===== config.mk =====
export PLATFORM = sky130hd
export DESIGN_NAME = io_ctl
export DESIGN_NICKNAME = d
export VERILOG_FILES = /design/src/io_ctl_pkg.sv /design/src/io_ctl.sv
export SDC_FILE = /design/constraint.sdc
export NUM_CORES = 2
export LEC_CHECK = 0
export BUFFER_PORTS_ARGS = -buffer_cell sky130_fd_sc_hd__buf_2
export CAP_MARGIN = 10
export CORE_MARGIN = 2
export CORE_UTILIZATION = 30
export DETAILED_ROUTE_END_ITERATION = 8
export GPL_TIMING_DRIVEN = 0
export PLACE_DENSITY = 0.55
export SLEW_MARGIN = 5
export SYNTH_ARGS = -nofsm -noshare
export SYNTH_HDL_FRONTEND = slang
export SYNTH_SLANG_ARGS = --single-unit

===== constraint.sdc =====
create_clock -name clk -period 17.3 [get_ports clk]
set_input_delay 2.595 -clock clk [delete_from_list [all_inputs] [get_ports clk]]
set_output_delay 2.595 -clock clk [all_outputs]
set_load 0.03 [all_outputs]

===== src/io_ctl_pkg.sv =====
// ============================================================
// I/O control package
// Purpose: constants and types of the I/O control block
// Assumes: 125 MHz clk; periods count 10 ns base ticks
// Notes: registers are byte addressed, one 32-bit word each
// Contract
// - Board reset is asserted while control stops, if enabled; enabled by default.
// - Single-ended sampling period 0.10 to 655.36 us in 0.01 us; default 0.15 us.
// - Single-ended filter runs at the sampling period; not separately selectable.
// - Differential filter period from fixed list, default 0.01 us; sampling follows it.
// - Single-ended update period 0.10 to 655.36 us in 0.01 us; default 0.10 us.
// - Differential update period 0.01 to 655.36 us in 0.01 us; default 0.01 us.
// - Logging period 1 to 32768 us in 1 us steps; default 1 us.
// - Per-input filter upper limit 0 to 4095; default 4000 or 1500.
// - Each output is driven from its remote output bit or user logic.
// - Stopped differential outputs go low, high or hold; high by default.
// - Bidirectional direction comes from user logic or register; register default input; on the single-ended board the code keeps it input always.
// - Stopped bidirectional output goes low, high or hold; high by default.
// - Logger runs in storage or trigger mode; storage by default.
// - Logger buffer is linear or ring; linear by default.
// - Logging start comes from user logic or remote bit 3; user default.
// - Logger strobe from internal period generator or user logic; internal default.
// - Buffer depth is a power of two, 256 to 524288; default 4096.
// - Trigger mode captures 1 to depth minus one samples after trigger.
// - Logging data path is non-time-division or time-division; non-time-division default.
// - A setting makes function switches 7 to 10 available; unavailable by default.
package io_ctl_pkg;
  // Timing base
  localparam int CLK_NS = 8;
  localparam int TICK_NS = 10;
  localparam int US_NS = 1000;
  localparam logic [15:0] US_PER = 16'(US_NS / TICK_NS - 1);
  localparam int N_CNT = 5;
  // Register offsets
  localparam logic [7:0] A_CTRL = 8'h00;
  localparam logic [7:0] A_SAMP = 8'h04;
  localparam logic [7:0] A_FSEL = 8'h08;
  localparam logic [7:0] A_UPD = 8'h0C;
  localparam logic [7:0] A_LPER = 8'h10;
  localparam logic [7:0] A_OSEL = 8'h14;
  localparam logic [7:0] A_STOP = 8'h18;
  localparam logic [7:0] A_LCFG = 8'h1C;
  localparam logic [7:0] A_POST = 8'h20;
  localparam logic [7:0] A_STAT = 8'h24;
  localparam logic [7:0] A_LPTR = 8'h28;
  localparam logic [7:0] A_INS = 8'h2C;
  localparam logic [1:0] A_LIM_HI = 2'h1;
  // Control register fields
  localparam int CB_EXT = 0;
  localparam int CB_USW = 1;
  localparam int CB_TD = 2;
  localparam int CB_DSRC = 3;
  localparam int CB_DDIR = 4;
  localparam int CB_BSTOP = 5;
  localparam logic [7:0] CTRL_RST = 8'h21;
  // Logger configuration fields
  localparam int LB_TRIG = 0;
  localparam int LB_RING = 1;
  localparam int LB_SSRC = 2;
  localparam int LB_PSRC = 3;
  localparam int LB_DEPTH = 4;
  localparam int LB_EN = 8;
  localparam logic [8:0] LCFG_RST = 9'h040;
  localparam logic [3:0] DEPTH_MAX_SEL = 4'hB;
  localparam logic [19:0] DEPTH_MIN = 20'h00100;
  // Stop behaviour codes
  localparam logic [1:0] SM_LOW = 2'h0;
  localparam logic [1:0] SM_HIGH = 2'h1;
  localparam logic [15:0] STOP_RST = 16'h5555;
  // Period and limit reset values, stored as period minus one
  localparam logic [15:0] PER_MIN_SE = 16'h0009;
  localparam logic [15:0] SAMP_RST = 16'h000E;
  localparam logic [15:0] PER_RST_DIFF = 16'h0000;
  localparam logic [11:0] LIM_RST_SE = 12'hFA0;
  localparam logic [11:0] LIM_RST_DIFF = 12'h5DC;
  localparam logic [18:0] POST_RST = 19'h00001;
  // Remote bit roles
  localparam int RB_START = 3;
  localparam int RB_BIDIR = 8;
  localparam int N_DIFF_OUT = 8;

  typedef enum logic [1:0] {LG_IDLE, LG_RUN, LG_POST, LG_DONE} log_state_t;

  typedef struct packed {
    logic [15:0] outs;
    logic [15:0] ins;
  } log_rec_t;

  // Differential filter period list, in base ticks minus one
  function automatic logic [15:0] filt_per(input logic [3:0] sel);
    case (sel)
      4'h1: return 16'h0001;
      4'h2: return 16'h0003;
      4'h3: return 16'h0007;
      4'h4: return 16'h0009;
      4'h5: return 16'h000F;
      4'h6: return 16'h0013;
      4'h7: return 16'h001F;
      4'h8: return 16'h0027;
      4'h9: return 16'h0063;
      4'hA: return 16'h00C7;
      4'hB: return 16'h03E7;
      4'hC: return 16'h270F;
      default: return 16'h0000;
    endcase
  endfunction
endpackage


===== src/io_ctl.sv =====
// ============================================================
// I/O control core
// Purpose: input sampling and filtering, output selection, stop
//   behaviour, board reset and logger sequencing
// Assumes: ctrl_run, remote bits and user signals are on clk
// Notes: logger drives a write port; record memory is outside
`timescale 1ns/1ps
module io_ctl
  #(parameter logic DIFF_BOARD = 1'b0)
  (
  // Clock and reset
  input wire logic clk,
  input wire logic rst_n,
  // Register port
  input wire logic [7:0] reg_addr,
  input wire logic [31:0] reg_wdata,
  input wire logic reg_wr,
  input wire logic reg_rd,
  output logic [31:0] reg_rdata,
  // Network side
  input wire logic ctrl_run,
  input wire logic [15:0] remote_output_bit,
  // User circuit
  input wire logic [15:0] usr_out,
  input wire logic usr_bidir_out,
  input wire logic usr_bidir_dir,
  input wire logic usr_log_start,
  input wire logic usr_log_strobe,
  output logic [15:0] din_filt,
  output logic [3:0] user_sw,
  // Board terminals
  input wire logic [15:0] din_pin,
  output logic [15:0] dout_pin,
  input wire logic bidir_in,
  output logic bidir_out,
  output logic bidir_oe_n,
  input wire logic [3:0] fn_sw_pin,
  output logic board_reset,
  // Logger write port
  output logic log_we,
  output logic [18:0] log_addr,
  output io_ctl_pkg::log_rec_t log_data
  );

  localparam logic [15:0] UPD_RST = DIFF_BOARD ? io_ctl_pkg::PER_RST_DIFF
                                               : io_ctl_pkg::PER_MIN_SE;
  localparam logic [11:0] LIM_RST = DIFF_BOARD ? io_ctl_pkg::LIM_RST_DIFF
                                               : io_ctl_pkg::LIM_RST_SE;

  // Filter limits sit in a word-per-input window
  function automatic logic is_lim(input logic [7:0] a);
    return (a[7:6] == io_ctl_pkg::A_LIM_HI) && (a[1:0] == 2'h0);
  endfunction

  // Value a stopped output takes; anything but low/high holds
  function automatic logic stop_val(input logic [1:0] m, input logic cur);
    if (m == io_ctl_pkg::SM_LOW)
      return 1'b0;
    else if (m == io_ctl_pkg::SM_HIGH)
      return 1'b1;
    return cur;
  endfunction

  // ============================================================
  // Registers and bus decode
  logic [7:0] ctrl_ff;
  logic [15:0] samp_per_ff;
  logic [3:0] filt_sel_ff;
  logic [15:0] upd_per_ff;
  logic [15:0] log_per_ff;
  logic [15:0] out_sel_ff;
  logic [15:0] stop_ff;
  logic [8:0] log_cfg_ff;
  logic [18:0] post_ff;
  logic [11:0] lim_ff [16];
  logic [31:0] rdata_ff;
  logic [31:0] nxt_rdata;
  wire [15:0] w16 = reg_wdata[15:0];
  wire [18:0] w19 = reg_wdata[18:0];
  wire wr_lim = reg_wr && is_lim(reg_addr);
  wire [3:0] lim_idx = reg_addr[5:2];
  // Short periods are clamped on write so the counters never run faster
  wire [15:0] nxt_samp = (w16 < io_ctl_pkg::PER_MIN_SE) ? io_ctl_pkg::PER_MIN_SE : w16;
  wire [15:0] upd_min = DIFF_BOARD ? io_ctl_pkg::PER_RST_DIFF : io_ctl_pkg::PER_MIN_SE;
  wire [15:0] nxt_upd = (w16 < upd_min) ? upd_min : w16;
  wire [18:0] nxt_post = (w19 == 19'h00000) ? io_ctl_pkg::POST_RST : w19;

  // Control and timing registers
  always_ff @(posedge clk or negedge rst_n)
  begin
    if (!rst_n)
    begin
      ctrl_ff <= io_ctl_pkg::CTRL_RST;
      samp_per_ff <= io_ctl_pkg::SAMP_RST;
      filt_sel_ff <= 4'h0;
      upd_per_ff <= UPD_RST;
      log_per_ff <= 16'h0000;
    end
    else if (reg_wr)
    begin
      if (reg_addr == io_ctl_pkg::A_CTRL)
        ctrl_ff <= reg_wdata[7:0];
      if (reg_addr == io_ctl_pkg::A_SAMP && !DIFF_BOARD)
        samp_per_ff <= nxt_samp;
      if (reg_addr == io_ctl_pkg::A_FSEL)
        filt_sel_ff <= reg_wdata[3:0];
      if (reg_addr == io_ctl_pkg::A_UPD)
        upd_per_ff <= nxt_upd;
      if (reg_addr == io_ctl_pkg::A_LPER)
        log_per_ff <= {1'b0, reg_wdata[14:0]};
    end
  end

  // Output and logger configuration registers
  always_ff @(posedge clk or negedge rst_n)
  begin
    if (!rst_n)
    begin
      out_sel_ff <= 16'h0000;
      stop_ff <= io_ctl_pkg::STOP_RST;
      log_cfg_ff <= io_ctl_pkg::LCFG_RST;
      post_ff <= io_ctl_pkg::POST_RST;
    end
    else if (reg_wr)
    begin
      if (reg_addr == io_ctl_pkg::A_OSEL)
        out_sel_ff <= w16;
      if (reg_addr == io_ctl_pkg::A_STOP)
        stop_ff <= w16;
      if (reg_addr == io_ctl_pkg::A_LCFG)
        log_cfg_ff <= reg_wdata[8:0];
      if (reg_addr == io_ctl_pkg::A_POST)
        post_ff <= nxt_post;
    end
  end

  // ============================================================
  // Pin synchronisers: switches, bidirectional line, inputs
  logic [20:0] pin_s1_ff;
  logic [20:0] pin_s2_ff;

  always_ff @(posedge clk or negedge rst_n)
  begin
    if (!rst_n)
    begin
      pin_s1_ff <= 21'h000000;
      pin_s2_ff <= 21'h000000;
    end
    else
    begin
      pin_s1_ff <= {fn_sw_pin, bidir_in, din_pin};
      pin_s2_ff <= pin_s1_ff;
    end
  end

  // ============================================================
  // Timing: 10 ns base from an 8 ns clock by fractional accumulation
  logic [4:0] acc_ff;
  wire [4:0] acc_sum = acc_ff + 5'(io_ctl_pkg::CLK_NS);
  wire base_tick = acc_sum >= 5'(io_ctl_pkg::TICK_NS);

  // Base ticks jitter by one clock; the average rate is exact
  always_ff @(posedge clk or negedge rst_n)
  begin
    if (!rst_n)
      acc_ff <= 5'h00;
    else
      acc_ff <= base_tick ? acc_sum - 5'(io_ctl_pkg::TICK_NS) : acc_sum;
  end

  // Counters: sampling, filter list, update, microsecond, logging
  logic [15:0] per_w [io_ctl_pkg::N_CNT];
  logic [15:0] cnt_ff [io_ctl_pkg::N_CNT];
  logic [4:0] en_w;
  logic [4:0] tick;
  assign per_w[0] = samp_per_ff;
  assign per_w[1] = io_ctl_pkg::filt_per(filt_sel_ff);
  assign per_w[2] = upd_per_ff;
  assign per_w[3] = io_ctl_pkg::US_PER;
  assign per_w[4] = log_per_ff;
  assign en_w = {tick[3], {4{base_tick}}};

  genvar g;
  generate
    for (g = 0; g < io_ctl_pkg::N_CNT; g++)
    begin : g_cnt
      // A compare of >= keeps a lowered period from running away
      assign tick[g] = en_w[g] && (cnt_ff[g] >= per_w[g]);
      always_ff @(posedge clk or negedge rst_n)
      begin
        if (!rst_n)
          cnt_ff[g] <= 16'h0000;
        else if (tick[g])
          cnt_ff[g] <= 16'h0000;
        else if (en_w[g])
          cnt_ff[g] <= cnt_ff[g] + 16'h0001;
      end
    end
  endgenerate

  // One cadence for sampling and filtering on either board
  wire samp_tick = DIFF_BOARD ? tick[1] : tick[0];
  wire upd_tick = tick[2];
  wire log_tick = tick[4];

  // ============================================================
  // Input sampling and integrating filters
  logic [15:0] sin_ff;
  logic [11:0] fcnt_ff [16];
  logic fo_ff [16];

  always_ff @(posedge clk or negedge rst_n)
  begin
    if (!rst_n)
      sin_ff <= 16'h0000;
    else if (samp_tick)
      sin_ff <= pin_s2_ff[15:0];
  end

  generate
    for (g = 0; g < 16; g++)
    begin : g_flt
      wire [11:0] nxt_fcnt = sin_ff[g] ?
        ((fcnt_ff[g] < lim_ff[g]) ? fcnt_ff[g] + 12'h001 : lim_ff[g]) :
        ((fcnt_ff[g] != 12'h000) ? fcnt_ff[g] - 12'h001 : 12'h000);
      // Limit register for this input
      always_ff @(posedge clk or negedge rst_n)
      begin
        if (!rst_n)
          lim_ff[g] <= LIM_RST;
        else if (wr_lim && lim_idx == 4'(g))
          lim_ff[g] <= reg_wdata[11:0];
      end
      // Output flips only at the rails, giving hysteresis
      always_ff @(posedge clk or negedge rst_n)
      begin
        if (!rst_n)
        begin
          fcnt_ff[g] <= 12'h000;
          fo_ff[g] <= 1'b0;
        end
        else if (samp_tick)
        begin
          fcnt_ff[g] <= nxt_fcnt;
          if (sin_ff[g] && nxt_fcnt == lim_ff[g])
            fo_ff[g] <= 1'b1;
          else if (!sin_ff[g] && nxt_fcnt == 12'h000)
            fo_ff[g] <= 1'b0;
        end
      end
      assign din_filt[g] = fo_ff[g];
    end
  endgenerate

  // ============================================================
  // Outputs, bidirectional line, board reset, switches
  logic [15:0] dout_ff;
  logic [15:0] nxt_dout;
  logic bidir_out_ff;
  logic bidir_oe_n_ff;
  logic board_reset_ff;
  logic [3:0] user_sw_ff;
  wire [15:0] out_src = (out_sel_ff & usr_out) | (~out_sel_ff & remote_output_bit);
  wire bdir = ctrl_ff[io_ctl_pkg::CB_DSRC] ? usr_bidir_dir
                                           : ctrl_ff[io_ctl_pkg::CB_DDIR];
  wire bsrc = ctrl_ff[io_ctl_pkg::CB_DSRC] ? usr_bidir_out
                                           : remote_output_bit[io_ctl_pkg::RB_BIDIR];
  wire [1:0] bstop = ctrl_ff[io_ctl_pkg::CB_BSTOP +: 2];
  wire nxt_bout = ctrl_run ? (upd_tick ? bsrc : bidir_out_ff)
                           : stop_val(bstop, bidir_out_ff);

  // Single-ended outputs have no stop setting and go low when stopped
  always_comb
  begin
    for (int i = 0; i < 16; i++)
    begin
      if (ctrl_run)
        nxt_dout[i] = upd_tick ? out_src[i] : dout_ff[i];
      else if (DIFF_BOARD && i < io_ctl_pkg::N_DIFF_OUT)
        nxt_dout[i] = stop_val(stop_ff[2*(i % io_ctl_pkg::N_DIFF_OUT) +: 2], dout_ff[i]);
      else
        nxt_dout[i] = 1'b0;
    end
  end

  always_ff @(posedge clk or negedge rst_n)
  begin
    if (!rst_n)
    begin
      dout_ff <= 16'h0000;
      bidir_out_ff <= 1'b0;
      bidir_oe_n_ff <= 1'b1;
    end
    else
    begin
      dout_ff <= nxt_dout;
      bidir_out_ff <= nxt_bout;
      bidir_oe_n_ff <= !(DIFF_BOARD && bdir);
    end
  end

  always_ff @(posedge clk or negedge rst_n)
  begin
    if (!rst_n)
    begin
      board_reset_ff <= 1'b1;
      user_sw_ff <= 4'h0;
    end
    else
    begin
      board_reset_ff <= ctrl_ff[io_ctl_pkg::CB_EXT] && !ctrl_run;
      user_sw_ff <= ctrl_ff[io_ctl_pkg::CB_USW] ? pin_s2_ff[20:17] : 4'h0;
    end
  end

  // ============================================================
  // Logger sequencing
  io_ctl_pkg::log_state_t st_ff;
  io_ctl_pkg::log_state_t nxt_st;
  logic [18:0] ptr_ff;
  logic [19:0] cnt_ff_l;
  logic [18:0] pcnt_ff;
  logic wrap_ff;
  logic phase_ff;
  logic start_d_ff;
  logic log_we_ff;
  logic [18:0] log_addr_ff;
  io_ctl_pkg::log_rec_t log_data_ff;
  io_ctl_pkg::log_rec_t rec_w;
  wire trig = log_cfg_ff[io_ctl_pkg::LB_TRIG];
  wire ring = log_cfg_ff[io_ctl_pkg::LB_RING];
  wire log_en = log_cfg_ff[io_ctl_pkg::LB_EN];
  wire [3:0] dsel_raw = log_cfg_ff[io_ctl_pkg::LB_DEPTH +: 4];
  wire [3:0] dsel = (dsel_raw > io_ctl_pkg::DEPTH_MAX_SEL) ? io_ctl_pkg::DEPTH_MAX_SEL
                                                           : dsel_raw;
  wire [19:0] depth = io_ctl_pkg::DEPTH_MIN << dsel;
  wire [18:0] dmask = 19'(depth - 20'h00001);
  wire [18:0] post_eff = (post_ff > dmask) ? dmask : post_ff;
  wire start_w = log_cfg_ff[io_ctl_pkg::LB_SSRC] ?
                 remote_output_bit[io_ctl_pkg::RB_START] : usr_log_start;
  wire strobe_w = log_cfg_ff[io_ctl_pkg::LB_PSRC] ? usr_log_strobe : log_tick;
  wire start_rise = start_w && !start_d_ff;
  wire start_fall = !start_w && start_d_ff;
  wire rec_wr = strobe_w && (st_ff == io_ctl_pkg::LG_RUN || st_ff == io_ctl_pkg::LG_POST);
  wire last_lin = !trig && !ring && rec_wr && (cnt_ff_l == depth - 20'h00001);
  wire last_post = rec_wr && (pcnt_ff + 19'h00001 >= post_eff);
  wire td = ctrl_ff[io_ctl_pkg::CB_TD];

  // Time-division records alternate the input and output halves
  assign rec_w.outs = td ? 16'h0000 : dout_ff;
  assign rec_w.ins = td ? (phase_ff ? dout_ff : din_filt) : din_filt;

  // Trigger mode pre-fills in ring fashion until the start edge
  always_comb
  begin
    nxt_st = st_ff;
    unique case (st_ff)
      io_ctl_pkg::LG_IDLE:
        if (log_en && (trig || start_rise))
          nxt_st = io_ctl_pkg::LG_RUN;
      io_ctl_pkg::LG_RUN:
        if (!log_en)
          nxt_st = io_ctl_pkg::LG_IDLE;
        else if (trig && start_rise)
          nxt_st = io_ctl_pkg::LG_POST;
        else if (!trig && (start_fall || last_lin))
          nxt_st = io_ctl_pkg::LG_DONE;
      io_ctl_pkg::LG_POST:
        if (!log_en)
          nxt_st = io_ctl_pkg::LG_IDLE;
        else if (last_post)
          nxt_st = io_ctl_pkg::LG_DONE;
      io_ctl_pkg::LG_DONE:
        if (!log_en)
          nxt_st = io_ctl_pkg::LG_IDLE;
    endcase
  end

  always_ff @(posedge clk or negedge rst_n)
  begin
    if (!rst_n)
    begin
      st_ff <= io_ctl_pkg::LG_IDLE;
      start_d_ff <= 1'b0;
    end
    else
    begin
      st_ff <= nxt_st;
      start_d_ff <= start_w;
    end
  end

  // Pointer wraps within the selected depth; ring keeps overwriting
  always_ff @(posedge clk or negedge rst_n)
  begin
    if (!rst_n)
    begin
      ptr_ff <= 19'h00000;
      cnt_ff_l <= 20'h00000;
      pcnt_ff <= 19'h00000;
      wrap_ff <= 1'b0;
      phase_ff <= 1'b0;
    end
    else if (st_ff == io_ctl_pkg::LG_IDLE)
    begin
      ptr_ff <= 19'h00000;
      cnt_ff_l <= 20'h00000;
      pcnt_ff <= 19'h00000;
      wrap_ff <= 1'b0;
      phase_ff <= 1'b0;
    end
    else if (rec_wr)
    begin
      ptr_ff <= (ptr_ff + 19'h00001) & dmask;
      wrap_ff <= wrap_ff || (ptr_ff == dmask);
      cnt_ff_l <= (cnt_ff_l < depth) ? cnt_ff_l + 20'h00001 : cnt_ff_l;
      phase_ff <= td && !phase_ff;
      if (st_ff == io_ctl_pkg::LG_POST)
        pcnt_ff <= pcnt_ff + 19'h00001;
    end
  end

  always_ff @(posedge clk or negedge rst_n)
  begin
    if (!rst_n)
    begin
      log_we_ff <= 1'b0;
      log_addr_ff <= 19'h00000;
      log_data_ff <= '0;
    end
    else
    begin
      log_we_ff <= rec_wr;
      log_addr_ff <= ptr_ff;
      log_data_ff <= rec_w;
    end
  end

  // ============================================================
  // Read path: data stands one cycle after the strobe, else zero
  always_comb
  begin
    nxt_rdata = 32'h00000000;
    if (is_lim(reg_addr))
      nxt_rdata = {20'h00000, lim_ff[reg_addr[5:2]]};
    else
      case (reg_addr)
        io_ctl_pkg::A_CTRL: nxt_rdata = {24'h000000, ctrl_ff};
        io_ctl_pkg::A_SAMP: nxt_rdata = {16'h0000, samp_per_ff};
        io_ctl_pkg::A_FSEL: nxt_rdata = {28'h0000000, filt_sel_ff};
        io_ctl_pkg::A_UPD: nxt_rdata = {16'h0000, upd_per_ff};
        io_ctl_pkg::A_LPER: nxt_rdata = {16'h0000, log_per_ff};
        io_ctl_pkg::A_OSEL: nxt_rdata = {16'h0000, out_sel_ff};
        io_ctl_pkg::A_STOP: nxt_rdata = {16'h0000, stop_ff};
        io_ctl_pkg::A_LCFG: nxt_rdata = {23'h000000, log_cfg_ff};
        io_ctl_pkg::A_POST: nxt_rdata = {13'h0000, post_ff};
        io_ctl_pkg::A_STAT: nxt_rdata = {28'h0000000, ctrl_run, wrap_ff, st_ff};
        io_ctl_pkg::A_LPTR: nxt_rdata = {13'h0000, ptr_ff};
        io_ctl_pkg::A_INS: nxt_rdata = {15'h0000, pin_s2_ff[16], din_filt};
        default: nxt_rdata = 32'h00000000;
      endcase
  end

  always_ff @(posedge clk or negedge rst_n)
  begin
    if (!rst_n)
      rdata_ff <= 32'h00000000;
    else
      rdata_ff <= reg_rd ? nxt_rdata : 32'h00000000;
  end

  assign reg_rdata = rdata_ff;
  assign dout_pin = dout_ff;
  assign bidir_out = bidir_out_ff;
  assign bidir_oe_n = bidir_oe_n_ff;
  assign board_reset = board_reset_ff;
  assign user_sw = user_sw_ff;
  assign log_we = log_we_ff;
  assign log_addr = log_addr_ff;
  assign log_data = log_data_ff;
endmodule


==> flow_metrics.py <==
metrics = {
    "status": {
        "status": "finished, final reports clean",
    },
    "synthesis": {
        "synthArstFlopShare_pct": 100,
        "ys.flop_type": "dfrtp_1",
        "synthCells": 6207,
        "synth_edf_count": 0,
        "syn_avg_cell_area_um2": 9.03,
        "ys_ff_latch": 801,
        "seq_area_frac_synth_pct": 36.0,
        "yosysWarnings": 0,
        "synth_area_um2": 56100,
        "synth_cell_types": 101,
    },
    "worst_setup_path": {
        "required_ns": 17.93,
        "cp-end-kind": "register",
        "r2r_cells": 25,
        "slowest_delay_ns": 0.86,
        "start_kind": "register",
        "worstSetupPathType": "reg -> reg",
        "crit_arrival_ns": 8.63,
        "slowest_stage": "xnor2_1",
        "worstPathMaxFanout": 10,
        "path_buf_inv": 3,
        "critPathTopFamily": "compound AO/OA/AOI/OAI gates",
        "crit_cells": 25,
    },
    "final_layout": {
        "n_fill_cell": 19200,
        "postLayoutCoreUtil_pct": 34.6,
        "final_cells": 9112,
        "final_net_count": 6964,
        "final_layout_size_suffix_gt1_share_pct": 15.1,
        "area_delta_synth_final_pct": 14.6,
        "layout_common_cells": "687 x dfrtp_1, 614 x nand2_1, 467 x nor2_1, 355 x inv_1, 350 x o21ai_0",
        "final_common_cell": "dfrtp_1",
        "final_cell_area_um2": 64200,
    },
    "floorplan": {
        "core-area_um2": 186000,
        "boundaryPins": 225,
        "die_area_um2": 190000,
        "rows": 158,
        "die-height_um": 436,
        "die_w_um": 436,
        "start_util_pct": 30.2,
    },
    "routing": {
        "dr.first_iter.drc_count": 5454,
        "wirelength_um": 236000,
        "ant_nets": 0,
        "route.vias.total": 52300,
        "drc_errors": 0,
        "wl_per_cell_um": 25.9,
        "via_per_inst": 5.73,
        "dr.pass1.iters": 6,
    },
    "cts": {
        "clock_latency_ns": 0.76,
        "postCtsSetupBuffers": 0,
        "cts_num_sinks": 801,
        "clkTransAtPathRegs_ns": 0.06,
        "numCtsBuffers": 101,
        "cts_tree": "yes",
        "cts_buffer_depth": 3,
        "htreeDepth": 3,
        "clockRootBuffer": "clkbuf_16",
        "ctsHoldBuffers": 0,
        "ctsResizeCount": 0,
    },
    "sta": {
        "whs_ns": 0.344,
        "rsz0062_at_grt": "false",
        "setup_violations": 0,
        "finalHoldViolations": 0,
        "slew_headroom_pct": 8.68,
        "slew_violations": 0,
        "fin_crit_sh_pct": 46.2,
        "tightest_slew_ns": 1.37,
        "fin_skew_ns": 0.0335,
        "timing.fmax_mhz": 125,
        "fin_crit_ns": 8.00,
    },
    "power_and_ir_drop": {
        "p_per_area_nw_per_um2": 169,
        "peakVddDrop_v": 0.0000982,
        "power_leakage_nw": 26.6,
    },
    "placed_design": {
        "placedCellCount": 8909,
        "dp_hpwl_um": 179000,
        "gp_congestion": 0.968,
        "port_buffers": 192,
        "place_area_um2": 60600,
    },
    "global_routing": {
        "grt_overflow_total": 0,
        "grt_pass1_wl_um": 346000,
        "grt_max_degree": 111,
        "grt_usage_pct": 24.2,
        "antenna_found_initial": 30,
        "grt_pass1_vias": 50700,
    },
    "hold_path": {
        "hold_path_class": "reg -> reg",
        "hold_path_depth": 0,
    },
    "flow_run": {
        "drv_cap": 0,
    },
}
## report_power, final
group | internal [W] | switching (W)
registers | 0.00221 | 0.000476
clock network | 0.00138 | 0.000946
logic | 0.00188 | 0.00394
## state kept, by name, indices dropped and copies added, names as in the netlist, 19 cells and up
name	cells
cnt_ff	64
cnt_ff_l	20
fcnt_ff	192
lim_ff	192
log_addr	19
log_data	32
pcnt_ff	19
pin_s1_ff	21
pin_s2_ff	21
post_ff	19
ptr_ff	19
reg_rdata	19
## cell type report
| class | count | area (µm²) | share of cell area (%) |
|---|---|---|---|
| clock inverter | 51 | 702 | 1.09 |
| timing repair buffer | 212 | 1350 | 2.10 |
| antenna | 11 | 27.5 | 0.0429 |
| buffer | 397 | 1640 | 2.56 |
| clock buffer | 139 | 2900 | 4.52 |
| tap | 2480 | 3100 | 4.83 |
| inverter | 363 | 1360 | 2.12 |
| multi-input combinational | 4658 | 32900 | 51.3 |
| sequential | 801 | 20200 | 31.4 |
## through the flow
| stage | TNS (ns) | power [W] | worst slack, ns |
|---|---|---|---|
| after floorplan | 0 | 0.00627 | 11.64 |
| after global placement | -3092.53 | 0.00833 | -4.76 |
| after detailed placement | 0 | 0.00840 | 9.56 |
| after CTS | 0 | 0.0108 | 9.50 |
| after global routing | 0 | 0.0115 | 8.84 |
| final | 0 | 0.0108 | 9.30 |
## cells in the mapped netlist, drive strengths merged, types with 73 or more instances
cell type  instances  area, µm²
a31oi            103        644
nand4             93        582
nand3            199        996
a21oi            284       1420
buf               73        403
o211ai           104        781
clkbuf           324       1220
dfstp            114       3000
nand2            614       2300
xor2             163       1430
xnor2            212       1860
o21ai            361       1810
nor3             148        746
ha               328       4100
mux2             332       3740
nor2             468       1760
nor4              82        566
inv              355       1330
dfrtp            687      17200
## cells by family after synthesis
logic type,after synthesis,share of synthesized area (%)
AO/OA/AOI/OAI,1488,17.9
buffers and inverters,760,5.32
other,2,0.0134
XOR/XNOR,376,5.90
adder cells (fa/ha/maj),328,7.32
AND/OR/NAND/NOR,1999,17.4
multiplexers,453,10.2
flip-flops,801,36.0
## worst paths after layout
check / start / endpoint / slack [ns]
worst max-delay path: log_cfg_ff[6] / st_ff[0] / 9.30
worst min-delay path: pin_s1_ff[20] / pin_s2_ff[20] / 0.34
worst max register to register: log_cfg_ff[6] / st_ff[0] / 9.30
worst min register to register: pin_s1_ff[20] / pin_s2_ff[20] / 0.34
max in group asynchronous: rst_n / fcnt_ff[100] / 13.34
min in group asynchronous: rst_n / log_data[20] / 1.80
## layer usage
metal	up-vias	global-route usage, %	share of wire, %
met3	530	4.20	7.3
met2	2262	37.7	45
met4	6	13.3	6.3
met1	26100	31.6	42
met5	-	0	0.019
li1	23300	-	-
No activity file was read; power rests on OpenSTA's default activity.
